$ cat config.mk
export PLATFORM = sky130hd
export DESIGN_NAME = fault_injection_countdown
export DESIGN_NICKNAME = d
export VERILOG_FILES = /design/src/hdl/fault_inject_pkg.sv /design/src/hdl/error_type_picker.sv /design/src/hdl/fault_injection_countdown.sv /design/src/hdl/tick_divider.sv
export SDC_FILE = /design/constraint.sdc
export NUM_CORES = 1
export LEC_CHECK = 0
export BUFFER_PORTS_ARGS = -buffer_cell sky130_fd_sc_hd__buf_2
export CORE_MARGIN = 5
export CORE_UTILIZATION = 56
export CTS_BUF_LIST = sky130_fd_sc_hd__clkbuf_2 sky130_fd_sc_hd__clkbuf_4 sky130_fd_sc_hd__clkbuf_8
export DETAILED_ROUTE_END_ITERATION = 10
export GPL_TIMING_DRIVEN = 1
export PLACE_DENSITY = 0.9
export SLEW_MARGIN = 20
export SYNTH_ARGS = -nofsm -noshare
export SYNTH_HDL_FRONTEND = slang
export SYNTH_SLANG_ARGS = --single-unit
export TNS_END_PERCENT = 10
$ cat constraint.sdc
create_clock -name clk_i -period 3.87 [get_ports clk_i]
set_input_delay 0.5805 -clock clk_i [delete_from_list [all_inputs] [get_ports clk_i]]
set_output_delay 0.5805 -clock clk_i [all_outputs]
set_load 0.02 [all_outputs]
$ cat src/hdl/fault_inject_pkg.sv
// constants for the pseudo-fault injection countdown block
package fault_inject_pkg;
   localparam logic [11:0] syndrome_three_offset  = 12'h038;
   localparam logic [11:0] injection_ctrl_offset  = 12'h808;
   localparam logic [11:0] countdown_offset       = 12'h810;
   localparam int          countdown_enable_bit   = 31;
   localparam int          auto_reload_bit        = 30;
   localparam int          syndrome_override_bit  = 12;
   localparam int          type_enable_msb        = 7;
   localparam logic [7:0]  type_enable_mask       = 8'hfe;
   localparam logic [1:0]  feature_absent         = 2'h0;
   localparam logic [1:0]  alias_full             = 2'h0;
   localparam logic [1:0]  alias_low              = 2'h1;
   localparam logic [1:0]  alias_high             = 2'h2;
   localparam int          tick_divide            = 25;
   localparam logic [63:0] record_reset_value     = 64'h0;
endpackage

$ cat src/hdl/error_type_picker.sv
// picks one enabled error type, lowest enabled bit first
`timescale 1ns/1ps
module error_type_picker (
   input  wire logic [7:0] enables_i,
   output logic [7:0]      pick_o
);
   always_comb begin
      pick_o = 8'h0;
      for (int i = 7; i >= 1; i--) begin
         if (enables_i[i]) begin
            pick_o = 8'h0;
            pick_o[i] = 1'b1;
         end
      end
      // corrected-error field is two bits: keep its code whole
      if (pick_o[7] || pick_o[6]) begin
         pick_o[7:6] = enables_i[7:6];
      end
   end
endmodule

$ cat src/hdl/fault_injection_countdown.sv
// pseudo-fault injection countdown and third syndrome register of one record
// Contract
// - writing zero to the syndrome register is always accepted and clears it, unless a detection lands in the same cycle with timestamps supported
// - writing zero to syndrome fields withdraws any interrupt request they raise
// - with timestamps supported, the syndrome register captures detection time
// - timestamp fills all 64 bits, meaningful only while record valid is 1
// - timestamp and reload value survive error-recovery reset
// - low alias reaches bits 31:0, high alias bits 63:32 of selected record
// - multi-error syndrome stays writable so software can reset it
// - latest-error syndrome ignores non-zero writes while status syndrome valid is 1
// - interrupt syndrome disabled at cold reset, enabled by software later
// - injection registers exist only with injection feature on first record
// - counter loads reload value on enable write or zero with auto-reload
// - counter decrements by one per tick while enabled and non-zero
// - reaching zero generates one enabled error type
// - live count never readable; reads give the reload value
// - enable bit 31 runs or stops the counter; writing 1 reloads
// - enable clears on cold reset, kept across error-recovery reset
// - auto-reload bit 30 stops at zero when clear, reloads when set
// - auto-reload and override read zero when unsupported
// - override bit 12 copied into status syndrome valid on injection
// - override reads one when node always records syndrome
// - reserved bits of both injection registers read as zero
// - per-type enables choose which types may be generated; zero suppresses
`timescale 1ns/1ps
module fault_injection_countdown
   import fault_inject_pkg::*;
#(
   parameter int          record_index      = 0,
   parameter logic        first_record      = 1'b1,
   parameter logic        has_auto_reload   = 1'b1,
   parameter logic        has_override      = 1'b1,
   parameter logic        override_forced   = 1'b0,
   parameter int          tick_div          = tick_divide
) (
   input  wire logic        clk_i,
   input  wire logic        resetn_i,
   input  wire logic        recovery_reset_i,
   input  wire logic [1:0]  timestamp_feature_field_i,
   input  wire logic [1:0]  injection_feature_field_i,
   input  wire logic [63:0] timestamp_i,
   input  wire logic        error_detected_i,
   input  wire logic        record_valid_i,
   input  wire logic        status_syndrome_valid_i,
   input  wire logic        syndrome_irq_enable_i,
   input  wire logic        reg_wr_i,
   input  wire logic        reg_rd_i,
   input  wire logic [11:0] reg_offset_i,
   input  wire logic [63:0] reg_wdata_i,
   input  wire logic [7:0]  reg_sel_i,
   input  wire logic [7:0]  record_select_index_i,
   input  wire logic        alias_wr_i,
   input  wire logic [1:0]  alias_kind_i,
   input  wire logic [31:0] alias_wdata_i,
   output logic [63:0]      reg_rdata_o,
   output logic [63:0]      alias_rdata_o,
   output logic             inject_o,
   output logic [7:0]       inject_type_o,
   output logic             inject_syndrome_valid_o,
   output logic             syndrome_irq_o,
   output logic             capture_valid_o
);
   logic [63:0] capture_time_value_r;
   logic [63:0] capture_time_value_nxt;
   logic [31:0] countdown_reload_value_r;
   logic [31:0] countdown_reload_value_nxt;
   logic [31:0] counter_r;
   logic [31:0] counter_nxt;
   logic        countdown_enable_r;
   logic        countdown_enable_nxt;
   logic        auto_reload_r;
   logic        auto_reload_nxt;
   logic        override_r;
   logic        override_nxt;
   logic [7:0]  type_enable_r;
   logic [7:0]  type_enable_nxt;
   logic        inject_nxt;
   logic [7:0]  inject_type_nxt;
   logic        inject_mv_nxt;
   logic        tick;
   logic [7:0]  picked;
   logic        inj_present;
   logic        ts_present;
   logic        wr_syn;
   logic        wr_ctl;
   logic        wr_cdn;
   logic        alias_hit;
   logic [63:0] syn_wdata;
   logic [63:0] ctl_read;
   logic [63:0] cdn_read;
   logic        override_read;
   logic        zero_tick;
   logic        rd_hit;
   logic [63:0] reg_rdata_nxt;
   logic [63:0] alias_rdata_nxt;

   // one clock only: the countdown rate is a one-cycle enable from a divider
   tick_divider #(.divide(tick_div)) u_tick (
      .clk_i    (clk_i),
      .resetn_i (resetn_i),
      .tick_o   (tick)
   );

   // bit 0 is the overflow flag and never names a type, so the mask drops it
   error_type_picker u_pick (
      .enables_i (type_enable_r & type_enable_mask),
      .pick_o    (picked)
   );

   assign inj_present = (injection_feature_field_i != feature_absent) && first_record;
   assign ts_present  = (timestamp_feature_field_i != feature_absent);
   assign alias_hit   = (record_select_index_i == 8'(record_index));

   // register-port and alias writes to the syndrome register merge here
   always_comb begin
      wr_ctl    = reg_wr_i && (reg_sel_i == 8'(record_index)) && (reg_offset_i == injection_ctrl_offset)
                  && inj_present;
      wr_cdn    = reg_wr_i && (reg_sel_i == 8'(record_index)) && (reg_offset_i == countdown_offset) && inj_present;
      wr_syn    = 1'b0;
      syn_wdata = capture_time_value_r;
      if (reg_wr_i && (reg_sel_i == 8'(record_index)) && (reg_offset_i == syndrome_three_offset)) begin
         wr_syn    = 1'b1;
         syn_wdata = reg_wdata_i;
      end else if (alias_wr_i && alias_hit) begin
         wr_syn = 1'b1;
         unique case (alias_kind_i)
            alias_low:  syn_wdata = {capture_time_value_r[63:32], alias_wdata_i};
            alias_high: syn_wdata = {alias_wdata_i, capture_time_value_r[31:0]};
            default:    wr_syn = 1'b0;
         endcase
      end
   end

   always_comb begin
      capture_time_value_nxt = capture_time_value_r;
      // a new detection wins over a software write in the same cycle when timestamps are supported;
      // a zero write clears even while status valid is set, so a request can always be withdrawn
      if (error_detected_i && ts_present) begin
         capture_time_value_nxt = timestamp_i;
      end else if (wr_syn && (syn_wdata == record_reset_value)) begin
         capture_time_value_nxt = record_reset_value;
      end else if (wr_syn && !status_syndrome_valid_i) begin
         capture_time_value_nxt = syn_wdata;
      end
   end

   assign syndrome_irq_o  = syndrome_irq_enable_i && (capture_time_value_r != record_reset_value);
   assign capture_valid_o = record_valid_i && ts_present;

   // the counter stands at one on a live tick: this tick brings it to zero, or back to the reload value with auto-reload
   assign zero_tick = countdown_enable_r && tick && (counter_r == 32'h1);

   // software-visible control fields
   always_comb begin
      countdown_reload_value_nxt = countdown_reload_value_r;
      countdown_enable_nxt       = countdown_enable_r;
      auto_reload_nxt            = auto_reload_r;
      override_nxt               = override_r;
      type_enable_nxt            = type_enable_r;
      if (wr_cdn) begin
         countdown_reload_value_nxt = reg_wdata_i[31:0];
      end
      if (wr_ctl) begin
         countdown_enable_nxt = reg_wdata_i[countdown_enable_bit];
         auto_reload_nxt      = reg_wdata_i[auto_reload_bit] && has_auto_reload;
         override_nxt         = reg_wdata_i[syndrome_override_bit] && has_override;
         type_enable_nxt      = reg_wdata_i[type_enable_msb:0];
      end
   end

   // error generation counter; a software load beats a tick in the same cycle
   always_comb begin
      counter_nxt = counter_r;
      if (countdown_enable_r && tick && (counter_r != 32'h0)) begin
         counter_nxt = counter_r - 32'h1;
         if (zero_tick && auto_reload_r) begin
            counter_nxt = countdown_reload_value_r;
         end
      end
      if (wr_ctl && reg_wdata_i[countdown_enable_bit]) begin
         counter_nxt = countdown_reload_value_r;
      end
   end

   // injection pulse, with the type and override captured alongside it
   always_comb begin
      inject_nxt      = zero_tick && (picked != 8'h0);
      inject_type_nxt = inject_type_o;
      inject_mv_nxt   = inject_syndrome_valid_o;
      if (zero_tick) begin
         inject_type_nxt = picked;
         inject_mv_nxt   = override_read;
      end
      // recovery reset drops a pending pulse but leaves the count running
      if (recovery_reset_i) begin
         inject_nxt = 1'b0;
      end
   end

   // a node that always records syndrome shows the override stuck at one
   assign override_read = override_forced ? 1'b1 : override_r;

   // syndrome capture is kept through recovery reset; cold reset gives zero
   always_ff @(posedge clk_i or negedge resetn_i) begin
      if (!resetn_i) begin
         capture_time_value_r <= 64'h0;
      end else begin
         capture_time_value_r <= capture_time_value_nxt;
      end
   end

   // only the enable must clear on cold reset; the rest start at zero so early reads are defined
   always_ff @(posedge clk_i or negedge resetn_i) begin
      if (!resetn_i) begin
         countdown_enable_r       <= 1'b0;
         counter_r                <= 32'h0;
         countdown_reload_value_r <= 32'h0;
         auto_reload_r            <= 1'b0;
         override_r               <= 1'b0;
         type_enable_r            <= 8'h0;
      end else begin
         countdown_enable_r       <= countdown_enable_nxt;
         counter_r                <= counter_nxt;
         countdown_reload_value_r <= countdown_reload_value_nxt;
         auto_reload_r            <= auto_reload_nxt;
         override_r               <= override_nxt;
         type_enable_r            <= type_enable_nxt;
      end
   end

   always_ff @(posedge clk_i or negedge resetn_i) begin
      if (!resetn_i) begin
         inject_o                <= 1'b0;
         inject_type_o           <= 8'h0;
         inject_syndrome_valid_o <= 1'b0;
      end else begin
         inject_o                <= inject_nxt;
         inject_type_o           <= inject_type_nxt;
         inject_syndrome_valid_o <= inject_mv_nxt;
      end
   end

   always_comb begin
      ctl_read = 64'h0;
      cdn_read = 64'h0;
      if (inj_present) begin
         ctl_read[countdown_enable_bit]  = countdown_enable_r;
         ctl_read[auto_reload_bit]       = auto_reload_r;
         ctl_read[syndrome_override_bit] = override_read;
         ctl_read[type_enable_msb:0]     = type_enable_r & type_enable_mask;
         cdn_read[31:0]                  = countdown_reload_value_r;
      end
   end

   assign rd_hit = reg_rd_i && (reg_sel_i == 8'(record_index));

   // memory-mapped read data is zero outside a read so no stale word lingers
   always_comb begin
      reg_rdata_nxt = 64'h0;
      if (rd_hit) begin
         unique case (reg_offset_i)
            syndrome_three_offset: reg_rdata_nxt = capture_time_value_r;
            injection_ctrl_offset: reg_rdata_nxt = ctl_read;
            countdown_offset:      reg_rdata_nxt = cdn_read;
            default:               reg_rdata_nxt = 64'h0;
         endcase
      end
   end

   // the aliases follow the selected record continuously, one cycle late
   always_comb begin
      alias_rdata_nxt = 64'h0;
      if (alias_hit) begin
         unique case (alias_kind_i)
            alias_full: alias_rdata_nxt = capture_time_value_r;
            alias_low:  alias_rdata_nxt = {32'h0, capture_time_value_r[31:0]};
            alias_high: alias_rdata_nxt = {32'h0, capture_time_value_r[63:32]};
            default:    alias_rdata_nxt = 64'h0;
         endcase
      end
   end

   always_ff @(posedge clk_i or negedge resetn_i) begin
      if (!resetn_i) begin
         reg_rdata_o <= 64'h0;
      end else begin
         reg_rdata_o <= reg_rdata_nxt;
      end
   end

   always_ff @(posedge clk_i or negedge resetn_i) begin
      if (!resetn_i) begin
         alias_rdata_o <= 64'h0;
      end else begin
         alias_rdata_o <= alias_rdata_nxt;
      end
   end
endmodule

$ cat src/hdl/tick_divider.sv
// divider producing the countdown tick enable
`timescale 1ns/1ps
module tick_divider #(
   parameter int divide = 25
) (
   input  wire logic clk_i,
   input  wire logic resetn_i,
   output logic      tick_o
);
   logic [15:0] cnt_r;
   logic [15:0] cnt_nxt;
   logic        tick_nxt;
   always_comb begin
      tick_nxt = (cnt_r == 16'(divide - 1));
      cnt_nxt  = tick_nxt ? 16'h0 : cnt_r + 16'h1;
   end
   always_ff @(posedge clk_i or negedge resetn_i) begin
      if (!resetn_i) begin
         cnt_r  <= 16'h0;
         tick_o <= 1'b0;
      end else begin
         cnt_r  <= cnt_nxt;
         tick_o <= tick_nxt;
      end
   end
endmodule
# Word-level counts from Yosys, hierarchy flattened
# Index checks and enable logic that the tools add are counted.
# W data, S select, Z words.
# word_totals
reg_bits,294
inputBits,204
out_inout_bits,140
elab_cells,86
# classes
add_sub_neg,2
n_eq_ne,7
mux,30
reduce_logical,33
# op_table
cell,n
$mux W64,7
$pmux W64 S3,2
$mux W32,4
$pmux W64 S2,1
$logic_not A64 Y1,1
$mux W8,8
$reduce_bool A64 Y1,1
$eq A32 B1 Y1 const B,1
$reduce_bool A32 Y1,1
$sub A32 B1 Y32 const B,1
$eq A12 B12 Y1 const B,2
$logic_and A1 B1 Y1,19
$add A16 B1 Y16 const B,1
$eq A16 B5 Y1 const B,1
$logic_not A8 Y1,2
$mux W16,1
$eq A12 B6 Y1 const B,1
$reduce_bool A8 Y1,1
$reduce_bool A2 Y1,3
$mux W1,5
$mux W2,2
$reduce_bool A3 Y1,1
$eq A2 B1 Y1 const B,1
$eq A2 B2 Y1 const B,1
4 further kinds,4

# Longest topological paths before layout
# Gate-level depths: netlist of the first run.
# depth
depth_word,12
mapped_depth,14
ltp_nobuf,10

# Cells and area by module
# A second synthesis of the first run with hierarchy kept.
# hier_totals
cells_unflattened,1451
area_unflattened_um2,14526.4
# modules_own_cells
module,instances,cells_per_inst,area_each_um2,seq_area_each_um2
fault_injection_countdown,1,1368,13626.8,6906.6
tick_divider,1,72,822.0,425.4
error_type_picker,1,11,77.6,0.0

# Worst setup path after synthesis of the first run
# No wires, ideal clock.
# synth_path
path_kind,input -> register
startpoint,input record_select_index_i[5]
endpoint,register capture_time_value_r[48]
setup_ns,0.147
t_arrival_ns,3.108
required_ns,3.723
setup_slack_ns,0.616
cell_stages,12
path_buffers,4
path_cell_list,or4_1 -> or4_1 -> clkbuf_1 -> buf_2 -> a22o_1 -> mux2i_1 -> nand4_1 -> nor4_1 -> and4_1 -> buf_4 -> buf_4 -> a311oi_1
# synth_via
elab_chain_cells,8
elab_cells_between_ends,13
cone_classes,mux: 7; reduce/logical: 6
# synth_rtl
element,line,rtl
from (decl),fault_injection_countdown.sv:51,"input wire logic [7:0] record_select_index_i,"
$logic_not A8 Y1 *,fault_injection_countdown.sv:112,assign alias_hit = (record_select_index_i == 8'(record_index));
$logic_and A1 B1 Y1 *,fault_injection_countdown.sv:124,end else if (alias_wr_i && alias_hit) begin
$mux W64,fault_injection_countdown.sv:124,
$mux W64,fault_injection_countdown.sv:121,if (reg_wr_i && (reg_sel_i == 8'(record_index)) && (reg_offset_i == syndrome_three_offset)) begin
$logic_not A64 Y1,fault_injection_countdown.sv:140,end else if (wr_syn && (syn_wdata == record_reset_value)) begin
$logic_and A1 B1 Y1,fault_injection_countdown.sv:140,
$mux W64,fault_injection_countdown.sv:140,
$mux W64,fault_injection_countdown.sv:138,if (error_detected_i && ts_present) begin
to (signal assigned),fault_injection_countdown.sv:208,capture_time_value_r <= capture_time_value_nxt;
to (decl),fault_injection_countdown.sv:63,logic [63:0] capture_time_value_r;
# Every way passes the cells marked *; elsewhere a longest branch is shown, timed or not. The select of a mux whose other input is x is not followed.
# A chain may end at the register's enable or synchronous reset.

# Worst setup path after layout of the first run
# layout_path
startpoint,register counter_r[12]
endpoint,register counter_r[26]
# layout_via
elab_chain_cells,6
elab_cells_between_ends,10
cone_classes,add/sub: 1; eq/ne: 1; mux: 3; reduce/logical: 5
# layout_rtl
element,line,rtl
from (decl),fault_injection_countdown.sv:67,logic [31:0] counter_r;
from (signal assigned),fault_injection_countdown.sv:223,counter_r <= counter_nxt;
"parallel branches: the longest is 6 deep, another holds $sub A32 B1 Y32",--,
# Several ways; the timed one is not identified. The select of a mux whose other input is x is not followed.

==> metrics.md, run 1 <==
| Metric | Value |
|---|---|
| Net switching power | 1790 uW |
| Tightest Pin Transition | 0.945 ns |
| Power per cell area | 387 nW/um2 |
| Most common flop cell mapped by yosys | dfrtp_1 |
| DIE AREA | 28600 um2 |
| Sequential share of power | 49.5% |
| Initial antenna violation count | 2 |
| Clock skew | 0.0337 ns |
| CP Launch Point | counter_r[12] |
| FF-to-FF setup slack | 0.46 ns |
| Io pins | 344 |
| Post-Synthesis Net Count | 1607 |
| Lkg Pwr | 0.00923 uW |
| Post-CTS setup buffer count | 0 |
| R2R depth | 8 |
| Worst Setup End Kind | flop |
| Vias per cell | 6.37 |
| Post-Syn Area | 14200 um2 |
| Most numerous cell in the Yosys netlist | dfrtp_1 |
| R2r startpoint | counter_r[12] |
| Root buffer cell | clkbuf_8 |
| Arrival @ worst endpoint | 3.81 ns |
| Logic pwr share | 9.3% |
| Crit path kind | reg2reg |
| Syn_area_per_cell | 10.2 um2 |
| Top-area cell type share of the netlist area | 51.5% |
| Post-synth cell types | 57 |
| Period Utilization, post-route | 88.0% |
| First DRT Iteration DRCs | 1650 |
| Post-route setup TNS | 0 ns |
| Sw frac | 26.6% |
| CTS Hold Bufs | 0 |
| Fill cell count | 1881 |
| Post-synth EDFFs | 0 |
| Post-Syn Instances | 1394 |
| Worst min path class | in2async |
| Min setup slack post-route | 0.464 ns |
| Crit-path max cell delay | 0.62 ns |
| Die extent in y | 169 um |
| Synthesis-to-layout area growth | 22.5% |
| Crit-path slowest cell | or4_1 |
| Die Wd | 169 um |
| Max VDD drop | 0.352 mV |
| Footprint of the multi-input gates | 6430 um2 |
| Fin. max-slew vios | 0 |
| Pre-CTS setup slack | 0.0835 ns |
| Slew HR | 36.8% |
| Synth warnings | 0 |
| Largest net degree at the start of global routing | 123 |
| Inserted Clock Buffers | 46 |
| Clock buffer depth | 3 |
| Main area contributors after synthesis | dfrtp_1, a22o_1, mux2i_1 |
| Clock transition at the registers of the reported paths | 0.06 ns |
| Post_cts resized | 0 |
| Status | complete, no violations |
| Later-pin clock latency in the skew report | 0.58 ns |
| Clock sink total | 292 |
| Min Tclk post-route | 3.41 ns |
| CP dominant cell by count | or4_1 |
| Area leader, netlist | dfrtp_1 |
| Max cap viols | 0 |
| RSZ-0062 raised after global routing | no |
| Final Hold Fails | 0 |
| GR Util All Layers | 34.3% |
| Wire per inst | 24.3 um |
| Number of global-route vias before repair | 13100 |
| Global-route wire length before repair | 76.3 mm |
| Starting Density | 56.7% |
| CP Max Fanout | 8 |
| Sequential Area | 7310 um2 |
| Clock network power share | 41.2% |
| Seq cells post-synth | 292 |
| Top post-synthesis cells by count | dfrtp_1, nor2_1, nand2_1 |
| Gpl congestion | 0.975 |
| Site Rows | 58 |
| DR vias | 13300 |
| CTS tree | yes |
| DRC Markers | 0 |
| CP Cell Sequence | or4_1 > or4_1 > or4_1 > o41ai_1 > buf_4 > a21oi_1 > o21ai_0 > o21ai_1 |
| Post-DRT Antenna Nets | 0 |
| Final #Nets | 1936 |
| Share of cells above drive strength 1 | 31.6% |
| Crit Reg-Reg Endpoint | counter_r[26] |
| Core Area | 25000 um2 |
| Dpl hpwl | 37.9 mm |
| FFs w/ async S/R, synth | 100% |
| Max H-tree Level | 2 |
| Internal | 4940 uW |
| Worst Setup EP | counter_r[26] |
| TritonRoute pass-1 iters | 8 |
| Register area share after synthesis | 51.5% |
| Crit path required time | 4.27 ns |
| Worst setup SP type | flop |
| Setup-failing EPs final | 0 |
| IO Port Bufs | 342 |
| Maximum clock rate | 294 MHz |
| Total grt overflow | 0 |
| Total wire length | 50.9 mm |
[metrics by stage]
stage                     hold WS [ns]  instances  area [um2]  power (uW)  util, %
final                           0.0566       2091       17400        6730     69.4
after global routing             0.117       2090       17400        6940     69.4
after CTS                       0.0794       2088       17400        6720     69.4
after detailed placement         0.474       2005       16400        3980     65.5
after global placement           0.459       2005       16400        3970     65.5
after floorplan                  0.285       1394       14200        3570        -
[state kept, by name, summed over array words and instances, names as in the netlist, 7 cells and up]
name                      flops
alias_rdata_o                64
capture_time_value_r         64
reg_rdata_o                  64
countdown_reload_value_r     32
counter_r                    32
u_tick.cnt_r                 16
inject_type_o                 7
type_enable_r                 7
[per-layer routing]
| metal | track usage (%) | wire (um) |
|---|---|---|
| met1 | 44.8 | 18500 |
| met2 | 55.0 | 23800 |
| met3 | 7.01 | 5630 |
| met4 | 17.1 | 3030 |
| met5 | 0 | 0 |
[cells in the final DEF, fill, tap and decap left out, drive strengths merged, types with 31 or more instances in the layout]
cell type / instances
and2: 67
o211ai: 31
nand4: 31
clkbuf: 70
a22o: 96
a21oi: 47
buf: 385
nand2: 113
o21ai: 83
nor2: 142
mux2i: 63
mux2: 47
dfrtp: 292
nor4: 36
[worst min path at each step]
stage,to,cells after the start,start
detailed placement,inject_type_o[7],2,inject_type_o[7]
finish,alias_rdata_o[33],1,resetn_i
floorplan,alias_rdata_o[0],0,resetn_i
global placement,u_tick.cnt_r[15],1,u_tick.cnt_r[15]
global route,alias_rdata_o[34],1,resetn_i
CTS,reg_rdata_o[36],1,resetn_i
[layout make-up]
| class | instances | share of cell area (%) |
|---|---|---|
| flip-flops and latches | 292 | 42.0 |
| multi-input cells | 980 | 37.0 |
| repair buffers | 385 | 12.5 |
| clock buffers | 70 | 5.11 |
| well taps | 330 | 2.38 |
| clock inverters | 13 | 0.561 |
| inverters | 18 | 0.389 |
| diodes | 3 | 0.0432 |
[power by group through the flow]
stage | combinational [uW] | clock (uW) | sequential, uW
2_1_floorplan | 296 | 0 | 3270
3_3_place_gp | 594 | 0 | 3370
3_5_place_dp | 609 | 0 | 3370
4_1_cts | 613 | 2790 | 3320
5_1_grt | 675 | 2930 | 3330
6_report | 623 | 2770 | 3330
[worst max-delay path, delay by kind of cell (launching register included)]
kind | cells | cell delay [ns]
flops | 1 | 0.39
compound gates | 4 | 0.88
simple gates | 3 | 1.68
buf+inv | 1 | 0.28
[cells by family (layout without fill, tap and decap cells)]
group | after synthesis | in the layout | synth area share (%)
flops | 292 | 292 | 51.5
compound gates | 348 | 348 | 17.4
other cells | 1 | 4 | 0.0264
simple gates | 498 | 498 | 17.6
fa+ha+maj | 9 | 9 | 0.794
mux | 110 | 110 | 8.17
xor+xnor | 14 | 14 | 0.864
buf+inv | 122 | 486 | 3.59
No activity file was read; power rests on OpenSTA's default activity.
==> inputs of run 2 (changes only) <==
Settings changed: CORE_UTILIZATION 56 to 54, CTS_BUF_LIST sky130_fd_sc_hd__clkbuf_2 sky130_fd_sc_hd__clkbuf_4 sky130_fd_sc_hd__clkbuf_8 to unset, PLACE_DENSITY 0.9 to 0.87.
==> run 2 against run 1 <==
  * The flow now finishes with violations (hold timing)
  * Clock skew fell by 0.018 ns
  * Fmax fell by 3.9%
  * Clock power rose by 12%
  * Critical path depth fell by 1
==> metrics.md, run 2 (synthesized netlist as in run 1, its figures left out) <==
| Metric | Value |
|---|---|
| Clock buffer depth | 3 (unchanged) |
| Max cap viols | 0 (unchanged) |
| Post-route setup TNS | 0 ns (unchanged) |
| CTS Hold Bufs | 0 (unchanged) |
| DIE AREA | 29600 um2 (+3.5%) |
| Later-pin clock latency in the skew report | 0.56 ns (-0.02 ns) |
| Clock transition at the registers of the reported paths | 0.07 ns (about the same) |
| Wire per inst | 24.5 um (+0.56%) |
| Gpl congestion | 0.990 (+1.5%) |
| Worst setup SP type | flop |
| Most frequent cells in the layout | buf_2, dfrtp_1, nor2_1 |
| CTS tree | yes |
| IO Port Bufs | 342 (unchanged) |
| Lkg Pwr | 0.00919 uW (-0.42%) |
| Total wire length | 50.6 mm (-0.60%) |
| Total grt overflow | 0 (unchanged) |
| Number of global-route vias before repair | 12600 (-3.6%) |
| Die extent in y | 172 um (+1.7%) |
| RSZ-0062 raised after global routing | no |
| GR Util All Layers | 32.8% (-1.5 points) |
| Synthesis-to-layout area growth | 22.9% |
| Status | finished with violations |
| Tightest Pin Transition | 0.899 ns (-0.0463 ns) |
| Largest net degree at the start of global routing | 123 (unchanged) |
| Setup-failing EPs final | 0 (unchanged) |
| Period Utilization, post-route | 91.6% (+3.6 points) |
| Starting Density | 54.6% (-2.1 points) |
| DR vias | 13200 (-0.88%) |
| TritonRoute pass-1 iters | 6 (-2) |
| Worst Setup End Kind | flop |
| Dpl hpwl | 37.7 mm (-0.59%) |
| Worst hold slack | -0.0108 ns (-0.0674 ns) |
| Crit path kind | reg2reg |
| Io pins | 344 (unchanged) |
| Global-route wire length before repair | 74.4 mm (-2.4%) |
| Initial antenna violation count | 4 (+2) |
| Overall Power | 7050 uW (+4.9%) |
| First DRT Iteration DRCs | 1793 (+8.7%) |
| Crit path required time | 4.34 ns (+0.07 ns) |
| Fin util | 67.1% (-2.3 points) |
| Max VDD drop | 0.392 mV (+11%) |
| Vias per cell | 6.39 (+0.27%) |
| Min Tclk post-route | 3.55 ns (+0.139 ns) |
| Post-CTS setup buffer count | 0 (unchanged) |
| Final #Nets | 1917 (-0.98%) |
| Post_cts resized | 0 (unchanged) |
| Power per cell area | 404 nW/um2 (+4.5%) |
| Post-DRT Antenna Nets | 0 (unchanged) |
| Clock skew | 0.0156 ns (-0.0181 ns) |
| Slew HR | 40.1% (+3.3 points) |
| Maximum clock rate | 282 MHz (-3.9%) |
| Fin. max-slew vios | 0 (unchanged) |
| Worst min path class | in2async |
| CP Max Fanout | 23 (+15) |
| Die Wd | 172 um (+1.7%) |
| DRC Markers | 0 (unchanged) |
| Clock sink total | 292 (unchanged) |
| Arrival @ worst endpoint | 4.01 ns (+0.20 ns) |
| Root buffer cell | clkbuf_16 |
| Commonest non-fill, non-tap cell in the layout | buf_2 |
| Site Rows | 59 (+1.7%) |
| Core Area | 26000 um2 (+3.8%) |
| Share of cells above drive strength 1 | 30.2% (-1.5 points) |
| Violated checks | hold timing |
| Inserted Clock Buffers | 30 (-35%) |
| Max H-tree Level | 1 (-1) |
| Regs by FF count | alias_rdata_o: 64 flops, capture_time_value_r: 64 flops, reg_rdata_o: 64 flops |
| Final Hold Fails | 5 (+5) |
## run 2: worst paths after layout
kind / start / endpoint / slack [ns] / depth (start not counted)
min in group clk_i: recovery_reset_i / inject_o / 0.18 / 2
worst max-delay path: counter_r[22] / counter_r[27] / 0.32 / 7
worst min register to register: u_tick.cnt_r[10] / u_tick.cnt_r[10] / 0.49 / 1
max in group asynchronous: resetn_i / counter_r[14] / 2.86 / 2
worst min-delay path: resetn_i / alias_rdata_o[33] / -0.01 / 1
worst max register to register: counter_r[22] / counter_r[27] / 0.32 / 7
## run 2: routing by layer
metal / track usage, % / part of all wire [%] / routed length (um)
met5: 0 / 0.026 / 13
met4: 16.8 / 5.9 / 2980
met3: 6.17 / 10 / 5110
met2: 53.4 / 47 / 24000
met1: 42.1 / 37 / 18500
## run 2: stage by stage
stage | std cells | area (um2) | setup WS, ns
after global routing | 2065 | 17400 | 0.192
after CTS | 2062 | 17400 | 0.398
final | 2067 | 17400 | 0.324
after detailed placement | 2007 | 16400 | 0.0539
after floorplan | 1394 | 14200 | 0.616
after global placement | 2007 | 16400 | 0.128
## run 2: cell type report
| class | count | area [um2] |
|---|---|---|
| well taps | 335 | 419 |
| inverters | 18 | 67.6 |
| clock buffers | 38 | 832 |
| multi-input cells | 980 | 6430 |
| fillers | 1956 | 8550 |
| clock inverters | 17 | 231 |
| repair buffers | 382 | 2130 |
| flip-flops and latches | 292 | 7310 |
| diodes | 5 | 12.5 |
## run 2: critical path, cell delays in order, from the launching register on
cell and delay (ns):
dfrtp_1 0.41, or4_1 0.63, or4_1 0.53, nor4_2 0.54
a21o_1 0.20, and2_1 0.72, buf_4 0.24, a2bb2oi_1 0.17
## run 2: report_power, final
group	total, uW	leakage, uW	switching (uW)	internal, uW
combinational	620	0.00479	355	265
sequential	3330	0.00387	192	3130
clock	3110	0.000524	1250	1860
total	7050	0.00919	1790	5260
